$ cat src/hw/health_read_pkg.sv
package health_read_pkg;

  // ==========================================================
  // task-file register indices
  localparam logic [2:0] REG_DATA         = 3'h0;
  localparam logic [2:0] REG_FEATURE_FAULT = 3'h1;
  localparam logic [2:0] REG_BLOCK_COUNT  = 3'h2;
  localparam logic [2:0] REG_LOG_INDEX    = 3'h3;
  localparam logic [2:0] REG_KEY_LOW      = 3'h4;
  localparam logic [2:0] REG_KEY_HIGH     = 3'h5;
  localparam logic [2:0] REG_DRIVE_SELECT = 3'h6;
  localparam logic [2:0] REG_OPCODE_FLAGS = 3'h7;

  // ==========================================================
  // command and signature values
  localparam logic [7:0] OPCODE_HEALTH    = 8'hb0;
  localparam logic [7:0] FEATURE_READ     = 8'hd0;
  localparam logic [7:0] KEY_LOW_VALUE    = 8'h4f;
  localparam logic [7:0] KEY_HIGH_VALUE   = 8'hc2;

  // ==========================================================
  // state_flags, fault_detail and drive_select bit positions
  localparam int BIT_BUSY          = 7;
  localparam int BIT_READY         = 6;
  localparam int BIT_FAULT         = 5;
  localparam int BIT_XFER          = 3;
  localparam int BIT_FAIL_SUMMARY  = 0;
  localparam int BIT_UNFIXABLE     = 6;
  localparam int BIT_ID_MISSING    = 4;
  localparam int BIT_REJECTED      = 2;
  localparam int BIT_DRIVE_SELECT  = 4;

  // ==========================================================
  // reset values
  localparam logic [7:0]  RESET_REG    = 8'h00;
  localparam logic [7:0]  RESET_FLAGS  = 8'h40;
  localparam logic [15:0] RESET_WORD   = 16'h0000;

  // ==========================================================
  // structure layout
  localparam logic [8:0] OFS_OFFLINE_STATUS = 9'd362;
  localparam logic [8:0] OFS_TEST_STATUS    = 9'd363;
  localparam logic [8:0] OFS_TIME_LO        = 9'd364;
  localparam logic [8:0] OFS_TIME_HI        = 9'd365;
  localparam logic [8:0] OFS_OFFLINE_CAP    = 9'd367;
  localparam logic [8:0] OFS_SMART_CAP_LO   = 9'd368;
  localparam logic [8:0] OFS_SMART_CAP_HI   = 9'd369;
  localparam logic [8:0] OFS_ERRLOG_CAP     = 9'd370;
  localparam logic [8:0] OFS_SHORT_POLL     = 9'd372;
  localparam logic [8:0] OFS_EXT_POLL       = 9'd373;
  localparam logic [8:0] OFS_CHECKSUM       = 9'd511;
  localparam logic [7:0] LAST_WORD          = 8'hff;

  // ==========================================================
  // fixed capability bytes
  localparam logic [7:0]  CAP_OFFLINE    = 8'h1b;
  localparam logic [15:0] CAP_SMART      = 16'h0003;
  localparam logic [7:0]  CAP_ERRLOG     = 8'h01;
  localparam logic [7:0]  POLL_SHORT_MIN = 8'h02;
  localparam logic [7:0]  POLL_EXT_MIN   = 8'h1e;

  // ==========================================================
  // off-line status codes
  localparam logic [7:0] OFFLINE_NEVER     = 8'h00;
  localparam logic [7:0] OFFLINE_DONE      = 8'h02;
  localparam logic [7:0] OFFLINE_SUSPENDED = 8'h04;
  localparam logic [7:0] OFFLINE_HOST_COMMAND_REJECTED_FLAG = 8'h05;
  localparam logic [7:0] OFFLINE_FATAL     = 8'h06;
  localparam logic [7:0] OFFLINE_AUTO_BIT  = 8'h80;

  // ==========================================================
  // self-test status codes
  localparam logic [3:0] TEST_PASSED      = 4'h0;
  localparam logic [3:0] TEST_LAST_ERROR  = 4'h7;
  localparam logic [3:0] TEST_RUNNING     = 4'hf;
  localparam logic [3:0] TEST_MAX_TENTHS  = 4'h9;
  localparam logic [15:0] TIME_MIN        = 16'h0001;

  typedef enum logic [2:0] {
    ST_IDLE = 3'b001,
    ST_SUM  = 3'b010,
    ST_XFER = 3'b100
  } phase_t;

endpackage

$ cat src/hw/health_byte_map.sv
`timescale 1ns/10ps
`default_nettype none
module health_byte_map
  import health_read_pkg::*;
(
  input  wire logic [8:0]  index,
  input  wire logic [7:0]  offline_status,
  input  wire logic [7:0]  test_status,
  input  wire logic [15:0] offline_seconds,
  input  wire logic [7:0]  checksum,
  output logic      [7:0]  value
);

  // ==========================================================
  // structure byte at an offset, low byte at lower offset
  always_comb
  begin
    case (index)
      OFS_OFFLINE_STATUS: value = offline_status;
      OFS_TEST_STATUS:    value = test_status;
      OFS_TIME_LO:        value = offline_seconds[7:0];
      OFS_TIME_HI:        value = offline_seconds[15:8];
      OFS_OFFLINE_CAP:    value = CAP_OFFLINE;
      OFS_SMART_CAP_LO:   value = CAP_SMART[7:0];
      OFS_SMART_CAP_HI:   value = CAP_SMART[15:8];
      OFS_ERRLOG_CAP:     value = CAP_ERRLOG;
      OFS_SHORT_POLL:     value = POLL_SHORT_MIN;
      OFS_EXT_POLL:       value = POLL_EXT_MIN;
      OFS_CHECKSUM:       value = checksum;
      default:            value = 8'h00;
    endcase
  end

endmodule // health_byte_map
`default_nettype wire

$ cat src/hw/health_read_cmd.sv
// Local design decisions: the address map and the plain strobed port.
`timescale 1ns/10ps
`default_nettype none
// Contract
// command is opcode b0h with feature-select d0h already loaded.
// host loads d0h into feature-select before the opcode.
// host loads keys 4fh and c2h; block count and log index ignored.
// with command-block transport set, the command is unsupported.
// host issues only when ready and self-monitoring is enabled.
// success sends exactly one 512-byte structure as pio data-in.
// success clears busy, fault, transfer-request, failure-summary; sets ready.
// abort if unsupported, disabled, or feature or key values wrong.
// every abort sets command-rejected, fault-detail bit 2.
// unfixable data sets bit 6; missing id or bad checksum sets bit 4. Here only ID_MISSING sets bit 4; no checksum error is detected.
// error clears busy and transfer-request, sets ready and fault, summary.
// drive-select bit shows the selected drive in every completion.
// off-line status 362, self-test status 363, seconds at 364-365.
// fixed capabilities at 367, 368-369, polling times at 372, 373.
// byte 370 bit 0 reports error logging, bits 7-1 reserved.
// bytes 374-385 read zero; fixed bytes never change.
// off-line status codes 00, 02, 04, 05, 06 with optional bit 7.
// self-test low nibble is remaining tenths, 0 to 9.
// self-test high nibble 15 while running, 0 when passed or never run.
// status 1 host abort, 2 reset interruption, 3 fatal error.
// failed element 4 unknown, 5 electrical, 6 servo, 7 read.
// off-line completion time lies between 0001h and ffffh.
// byte 511 makes all 512 bytes sum to zero.
// multi-byte fields go least significant byte first.
// an aborted command never raises transfer-request.
module health_read_cmd
  import health_read_pkg::*;
(
  input  wire logic        CLK,
  input  wire logic        RST,
  input  wire logic [2:0]  ADDR,
  input  wire logic [15:0] WDATA,
  input  wire logic        WR,
  input  wire logic        RD,
  output logic      [15:0] RDATA,
  output logic             BUSY,
  output logic             XFER_REQ,
  input  wire logic        SMART_ENABLED,
  input  wire logic        PACKET_SET,
  input  wire logic        DATA_UNFIXABLE,
  input  wire logic        ID_MISSING,
  input  wire logic        OFFLINE_AUTO,
  input  wire logic [2:0]  OFFLINE_STATE,
  input  wire logic [3:0]  TEST_RESULT,
  input  wire logic [3:0]  TEST_TENTHS,
  input  wire logic [15:0] OFFLINE_SECONDS
);

  // ==========================================================
  // pin synchronisers
  logic [31:0] pin_meta;
  logic [31:0] pin_sync;
  logic [31:0] pin_raw;

  assign pin_raw = {SMART_ENABLED, PACKET_SET, DATA_UNFIXABLE, ID_MISSING,
                    OFFLINE_AUTO, OFFLINE_STATE, TEST_RESULT, TEST_TENTHS,
                    OFFLINE_SECONDS};

  always_ff @(posedge CLK)
  begin
    if (RST)
    begin
      pin_meta <= 32'h00000000;
      pin_sync <= 32'h00000000;
    end
    else
    begin
      pin_meta <= pin_raw;
      pin_sync <= pin_meta;
    end
  end

  logic        smart_on;
  logic        packet_on;
  logic        unfixable;
  logic        id_missing;
  logic        auto_on;
  logic [2:0]  offline_state;
  logic [3:0]  test_result;
  logic [3:0]  test_tenths;
  logic [15:0] seconds_in;

  assign {smart_on, packet_on, unfixable, id_missing, auto_on, offline_state,
          test_result, test_tenths, seconds_in} = pin_sync;

  // ==========================================================
  // field encoders
  function automatic logic [7:0] offline_code(input logic [2:0] st, input logic auto_bit);
    logic [7:0] code;
    case (st)
      3'd1:    code = OFFLINE_DONE;
      3'd2:    code = OFFLINE_SUSPENDED;
      3'd3:    code = OFFLINE_HOST_COMMAND_REJECTED_FLAG;
      3'd4:    code = OFFLINE_FATAL;
      default: code = OFFLINE_NEVER;
    endcase
    return code | (auto_bit ? OFFLINE_AUTO_BIT : 8'h00);
  endfunction

  function automatic logic [7:0] test_code(input logic [3:0] res, input logic [3:0] tenths);
    logic [3:0] hi;
    logic [3:0] lo;
    hi = (res > TEST_LAST_ERROR && res != TEST_RUNNING) ? TEST_PASSED : res;
    lo = (tenths > TEST_MAX_TENTHS) ? TEST_MAX_TENTHS : tenths;
    return {hi, lo};
  endfunction

  // ==========================================================
  // task-file registers
  logic [7:0] feature_select;
  logic [7:0] block_count;
  logic [7:0] log_index;
  logic [7:0] key_low;
  logic [7:0] key_high;
  logic [7:0] drive_select;
  logic [7:0] state_flags;
  logic [7:0] fault_detail;
  phase_t     phase;
  logic       cmd_write;

  assign cmd_write = WR && ADDR == REG_OPCODE_FLAGS && phase == ST_IDLE;

  always_ff @(posedge CLK)
  begin
    if (RST)
    begin
      feature_select <= RESET_REG;
      block_count    <= RESET_REG;
      log_index      <= RESET_REG;
      key_low        <= RESET_REG;
      key_high       <= RESET_REG;
      drive_select   <= RESET_REG;
    end
    else if (WR && phase == ST_IDLE)
    begin
      case (ADDR)
        REG_FEATURE_FAULT: feature_select <= WDATA[7:0];
        REG_BLOCK_COUNT:   block_count    <= WDATA[7:0];
        REG_LOG_INDEX:     log_index      <= WDATA[7:0];
        REG_KEY_LOW:       key_low        <= WDATA[7:0];
        REG_KEY_HIGH:      key_high       <= WDATA[7:0];
        REG_DRIVE_SELECT:  drive_select   <= WDATA[7:0];
        default:           ;
      endcase
    end
  end

  // ==========================================================
  // command decode
  logic reject;
  logic data_fault;

  assign reject = (WDATA[7:0] != OPCODE_HEALTH)
               || packet_on
               || !smart_on
               || feature_select != FEATURE_READ
               || key_low != KEY_LOW_VALUE
               || key_high != KEY_HIGH_VALUE;
  assign data_fault = unfixable || id_missing;

  // ==========================================================
  // snapshot of variable fields
  logic [7:0]  snap_offline;
  logic [7:0]  snap_test;
  logic [15:0] snap_seconds;

  always_ff @(posedge CLK)
  begin
    if (RST)
    begin
      snap_offline <= RESET_REG;
      snap_test    <= RESET_REG;
      snap_seconds <= TIME_MIN;
    end
    else if (cmd_write)
    begin
      snap_offline <= offline_code(offline_state, auto_on);
      snap_test    <= test_code(test_result, test_tenths);
      snap_seconds <= (seconds_in == 16'h0000) ? TIME_MIN : seconds_in;
    end
  end

  // ==========================================================
  // structure bytes of the current word
  logic [7:0] word_index;
  logic [7:0] byte_lo;
  logic [7:0] byte_hi;
  logic [7:0] checksum;
  logic [7:0] sum;

  health_byte_map map_lo (
    .index           ({word_index, 1'b0}),
    .offline_status  (snap_offline),
    .test_status     (snap_test),
    .offline_seconds (snap_seconds),
    .checksum        (checksum),
    .value           (byte_lo)
  );

  health_byte_map map_hi (
    .index           ({word_index, 1'b1}),
    .offline_status  (snap_offline),
    .test_status     (snap_test),
    .offline_seconds (snap_seconds),
    .checksum        (checksum),
    .value           (byte_hi)
  );

  // ==========================================================
  // phase sequencing and checksum
  logic data_read;

  assign data_read = RD && ADDR == REG_DATA && phase == ST_XFER;

  always_ff @(posedge CLK)
  begin
    if (RST)
    begin
      phase      <= ST_IDLE;
      word_index <= 8'h00;
      sum        <= 8'h00;
      checksum   <= 8'h00;
    end
    else
    begin
      case (phase)
        ST_IDLE:
        begin
          word_index <= 8'h00;
          sum        <= 8'h00;
          if (cmd_write && !reject && !data_fault)
            phase <= ST_SUM;
        end
        ST_SUM:
        begin
          if (word_index == LAST_WORD)
          begin
            checksum   <= 8'h00 - (sum + byte_lo);
            word_index <= 8'h00;
            phase      <= ST_XFER;
          end
          else
          begin
            sum        <= sum + byte_lo + byte_hi;
            word_index <= word_index + 8'h01;
          end
        end
        ST_XFER:
        begin
          if (data_read)
          begin
            word_index <= word_index + 8'h01;
            if (word_index == LAST_WORD)
              phase <= ST_IDLE;
          end
        end
        default:
          phase <= ST_IDLE;
      endcase
    end
  end

  // ==========================================================
  // state_flags and fault_detail
  logic [7:0] next_fault;

  always_comb
  begin
    next_fault = 8'h00;
    next_fault[BIT_REJECTED]   = reject;
    next_fault[BIT_UNFIXABLE]  = !reject && unfixable;
    next_fault[BIT_ID_MISSING] = !reject && id_missing;
  end

  always_ff @(posedge CLK)
  begin
    if (RST)
    begin
      state_flags  <= RESET_FLAGS;
      fault_detail <= RESET_REG;
    end
    else if (cmd_write)
    begin
      fault_detail <= next_fault;
      state_flags  <= 8'h00;
      if (reject || data_fault)
      begin
        state_flags[BIT_READY]        <= 1'b1;
        state_flags[BIT_FAULT]        <= 1'b1;
        state_flags[BIT_FAIL_SUMMARY] <= |next_fault;
      end
      else
        state_flags[BIT_BUSY] <= 1'b1;
    end
    else if (phase == ST_SUM && word_index == LAST_WORD)
    begin
      state_flags[BIT_BUSY]  <= 1'b0;
      state_flags[BIT_READY] <= 1'b1;
      state_flags[BIT_XFER]  <= 1'b1;
    end
    else if (data_read && word_index == LAST_WORD)
    begin
      state_flags <= 8'h00;
      state_flags[BIT_READY] <= 1'b1;
    end
  end

  always_ff @(posedge CLK)
  begin
    if (RST)
    begin
      BUSY     <= 1'b0;
      XFER_REQ <= 1'b0;
    end
    else
    begin
      BUSY     <= phase == ST_SUM;
      XFER_REQ <= phase == ST_XFER && !(data_read && word_index == LAST_WORD);
    end
  end

  // ==========================================================
  // read port
  always_ff @(posedge CLK)
  begin
    if (RST)
      RDATA <= RESET_WORD;
    else if (RD)
    begin
      case (ADDR)
        REG_DATA:          RDATA <= (phase == ST_XFER) ? {byte_hi, byte_lo} : RESET_WORD;
        REG_FEATURE_FAULT: RDATA <= {8'h00, fault_detail};
        REG_BLOCK_COUNT:   RDATA <= {8'h00, block_count};
        REG_LOG_INDEX:     RDATA <= {8'h00, log_index};
        REG_KEY_LOW:       RDATA <= {8'h00, key_low};
        REG_KEY_HIGH:      RDATA <= {8'h00, key_high};
        REG_DRIVE_SELECT:  RDATA <= {8'h00, drive_select};
        REG_OPCODE_FLAGS:  RDATA <= {8'h00, state_flags};
        default:           RDATA <= RESET_WORD;
      endcase
    end
    else
      RDATA <= RESET_WORD;
  end

endmodule // health_read_cmd
`default_nettype wire

$ cat config.mk
export PLATFORM = sky130hd
export DESIGN_NAME = health_read_cmd
export DESIGN_NICKNAME = d
export VERILOG_FILES = /design/src/hw/health_read_pkg.sv /design/src/hw/health_byte_map.sv /design/src/hw/health_read_cmd.sv
export SDC_FILE = /design/constraint.sdc
export NUM_CORES = 1
export LEC_CHECK = 0
export ABC_AREA = 1
export BUFFER_PORTS_ARGS = -buffer_cell sky130_fd_sc_hd__buf_2
export CAP_MARGIN = 20
export CORE_ASPECT_RATIO = 1.4
export CORE_MARGIN = 2
export CORE_UTILIZATION = 59
export DETAILED_ROUTE_END_ITERATION = 10
export PLACE_DENSITY_LB_ADDON = 0.05
export SYNTH_ARGS = -nofsm -noshare
export SYNTH_HDL_FRONTEND = slang
export SYNTH_SLANG_ARGS = --single-unit
export TNS_END_PERCENT = 20
$ cat constraint.sdc
create_clock -name CLK -period 3.6 [get_ports CLK]
set_clock_uncertainty 0.05 [all_clocks]
set_input_delay 0.54 -clock CLK [delete_from_list [all_inputs] [get_ports CLK]]
set_output_delay 0.54 -clock CLK [all_outputs]
set_load 0.1 [all_outputs]
==> qor.csv <==
metric;value;unit
Data arrival, critical path;3710;ps
Routed Wire Length;19080;um
relative slew slack;32.62;%
fraction of final layout cells sized beyond drive strength 1;18.40;%
detail-routed via count per cell;5.152;
crit path launch type;register;
Post-Synthesis Mean Instance Area;7.781;um^2
summed instance area of the synthesized netlist;8100;um^2
most congested layer reported by global routing;met2;
crit path kind;reg -> reg;
nets@finish;1211;
Sw Ratio;24.51;%
net count after synthesis;1117;
vias in the first global route;6281;
min setup slack post-route;139.6;ps
Worst Path Max Fanout;5;
Post-synth ARST share;0;%
final std cell area, no fill;9460;um^2
initial cell density of the core;60.50;%
Gate power share;4.9;%
worst slack at placement;-29.10;ps
remaining antenna violation count after routing;0;
global-route met1 utilization;32.79;%
Site Rows;50;
gpl congestion;0.8978;
Psw;1.028;mW
total clock buffers created by CTS;17;
fraction of power consumed by the clock network;42.4;%
DRT iter0 DRCs;361;
die height;142.6;um
P_int;3.168;mW
buffers from clock root to sink, at most;2;
CTS root buf;clkbuf_16;
met2 usage;47.27;%
sum of net half-perimeters after detailed placement;13970;um
RSZ-0062 raised after global routing;true;
count of flip-flops with a built-in enable after synthesis;0;
count of pins over their slew limit;0;
Synthesis Warnings;0;
Area growth, synth to finish;16.79;%
Post-Route Utilization;70.66;%
Post-synth top flop;dfxtp_1;
wire length of the first global-routing pass;30420;um
Fmax achieved;289.0;MHz
most common cell after layout, fill and taps aside;inv_1;
CTS tree;done;
Placed Instance Area;8760;um^2
power per cell area;443.6;nW/um^2
sequential share of the synthesized area;47.70;%
Post-Synthesis Cells;1041;
Max IR drop VDD;0.3992;mV
global-route usage over all layers;26.99;%
CTS sink count;193;
DIE WIDTH;103.0;um
flip-flop and latch count after synthesis;193;
drt drc;0;
unique cell type count in the Yosys netlist;55;
measured slew at the worst slew-check pin;1010;ps
final antenna diode count;0;
required time of the critical path;3850;ps
most frequent cells in the layout;inv_1, dfxtp_1, nor2_1;
number of endpoints failing setup at the final stage;0;
global-route track usage on met3;3.965;%
DR pass1 iterations;5;
full die area;14700;um^2
clock slew at the register clock pins of the worst setup and hold paths;70;ps
pin count of the biggest net entering global routing;37;
total congestion overflow;0;
relative contribution of sequential cells to total power;52.8;%
endpoint kind of the worst setup timing path;register;
crit share post-route;96.12;%
number of I/O port buffers;64;
outcome;completed;
average wire per standard cell;14.36;um
CTS H-tree depth;4;
final count of hold timing violations;0;
hold_buf cts;0;
Placeable Area;13390;um^2
path category of the worst min-delay check;in -> reg;
total vias in the final route;6847;
max capacitance violation total;0;
IO Count;73;
number of antenna violations at the first check in global routing;0;
insertion delay of the later-clocked pin in the worst-skew pair;430;ps
crit path time final;3460;ps
reported leakage power;4.331;nW
==> routing by layer <==
layer	wire length (um)	share of wire (%)	up-vias
li1	-	-	3524
met1	7836	41	3104
met2	9759	51	179
met3	842	4.4	40
met4	642	3.4	0
met5	0	0	-
==> critical path, cell delays in order (launching register included) <==
cell and delay [ps]:
dfxtp_2 330, inv_2 60, ha_2 170, inv_1 50
nor2_2 100, nand2_2 80, buf_4 150, inv_1 60
a21oi_1 60, o21a_2 160, buf_4 150, fa_2 370
or2_2 300, nand2_2 80, ha_1 240, inv_1 90
nor2_2 50, o21ai_0 160, nand2_1 90, buf_4 140
or2_2 260, nand3_1 70, a21oi_1 60
==> sequential cells by signal (all words and copies together), names as in the netlist, 16 cells and up <==
| register | count |
|---|---|
| pin_meta | 32 |
| pin_sync | 32 |
| RDATA | 16 |
| snap_seconds | 16 |
==> synth_stat cells, drive strengths merged (2+ instances only) <==
cell      n  area share [%]
dfxtp   193              48
nand2   116             5.6
nand3    55             4.0
a211oi    2            0.19
o31ai     3            0.34
a31oi     8            0.62
nor4      5            0.39
a32o      3            0.37
inv     214             9.9
a21oi    80             4.9
or2       4            0.31
o22ai    24             2.2
a221oi    6            0.65
buf       6            0.46
o221ai    2            0.22
nor3     11            0.74
fa        2            0.49
nor2    149             7.9
o21ai    82             5.5
ha       19             2.9
nand3b    3            0.28
a22oi     3            0.28
nand4    11            0.85
clkbuf   18            0.85
xor2      9             1.1
a21o      2            0.19
nor3b     2            0.19
==> final timing paths <==
check | start | endpoint | slack [ps] | cells past startpoint
min reg2reg | pin_meta[20]$_SDFF_PP0_ | pin_sync[20]$_SDFF_PP0_ | 350 | 2
max | word_index[1]$_SDFFE_PP0P_ | sum[4]$_SDFFE_PP0P_ | 140 | 22
min | OFFLINE_STATE[0] | pin_meta[24]$_SDFF_PP0_ | 260 | 3
max reg2reg | word_index[1]$_SDFFE_PP0P_ | sum[4]$_SDFFE_PP0P_ | 140 | 22
==> metrics by stage <==
step,hold slack (ps),std cells,setup TNS (ps),power (mW)
2_1_floorplan,338.3,1041,0,2.390
3_3_place_gp,340.7,1292,0,2.460
3_5_place_dp,342.2,1292,-29.10,2.464
4_1_cts,249.8,1324,0,4.221
5_1_grt,246.9,1329,-106.8,4.337
6_report,256.6,1329,0,4.196
==> area by class of cell <==
cell class / instances / area, um^2
multi-input cells: 609 / 3425
repair buffers: 99 / 583.1
inverters: 215 / 807.0
fillers: 1189 / 3928
well taps: 182 / 227.7
clock inverters: 12 / 116.4
flip-flops and latches: 193 / 3869
clock buffers: 19 / 432.9
==> kinds of logic after synthesis <==
| group | after synthesis | share of synthesized area, % |
|---|---|---|
| AND/OR/NAND/NOR | 357 | 20.28 |
| flip-flops | 193 | 47.70 |
| buffers and inverters | 239 | 11.28 |
| adder cells (fa/ha/maj) | 21 | 3.429 |
| AO/OA/AOI/OAI | 221 | 16.14 |
| XOR/XNOR | 10 | 1.174 |
==> what timing repair did <==
item / CTS / global route
cloned: 0 / 0
buffers inserted: 1 / 5
resized for setup: 4 / 30
setup endpoints to repair: 1 / 5
pin swaps: 1 / 10
==> power by group through the flow <==
stage               Sequential [mW]  Combinational (mW)  Clock (mW)
floorplan                      2.26               0.126           0
global placement               2.26               0.199           0
detailed placement             2.26               0.202           0
CTS                            2.21               0.203        1.80
global route                   2.22               0.233        1.89
finish                         2.21               0.204        1.78
No activity file was read; power rests on OpenSTA's default activity.
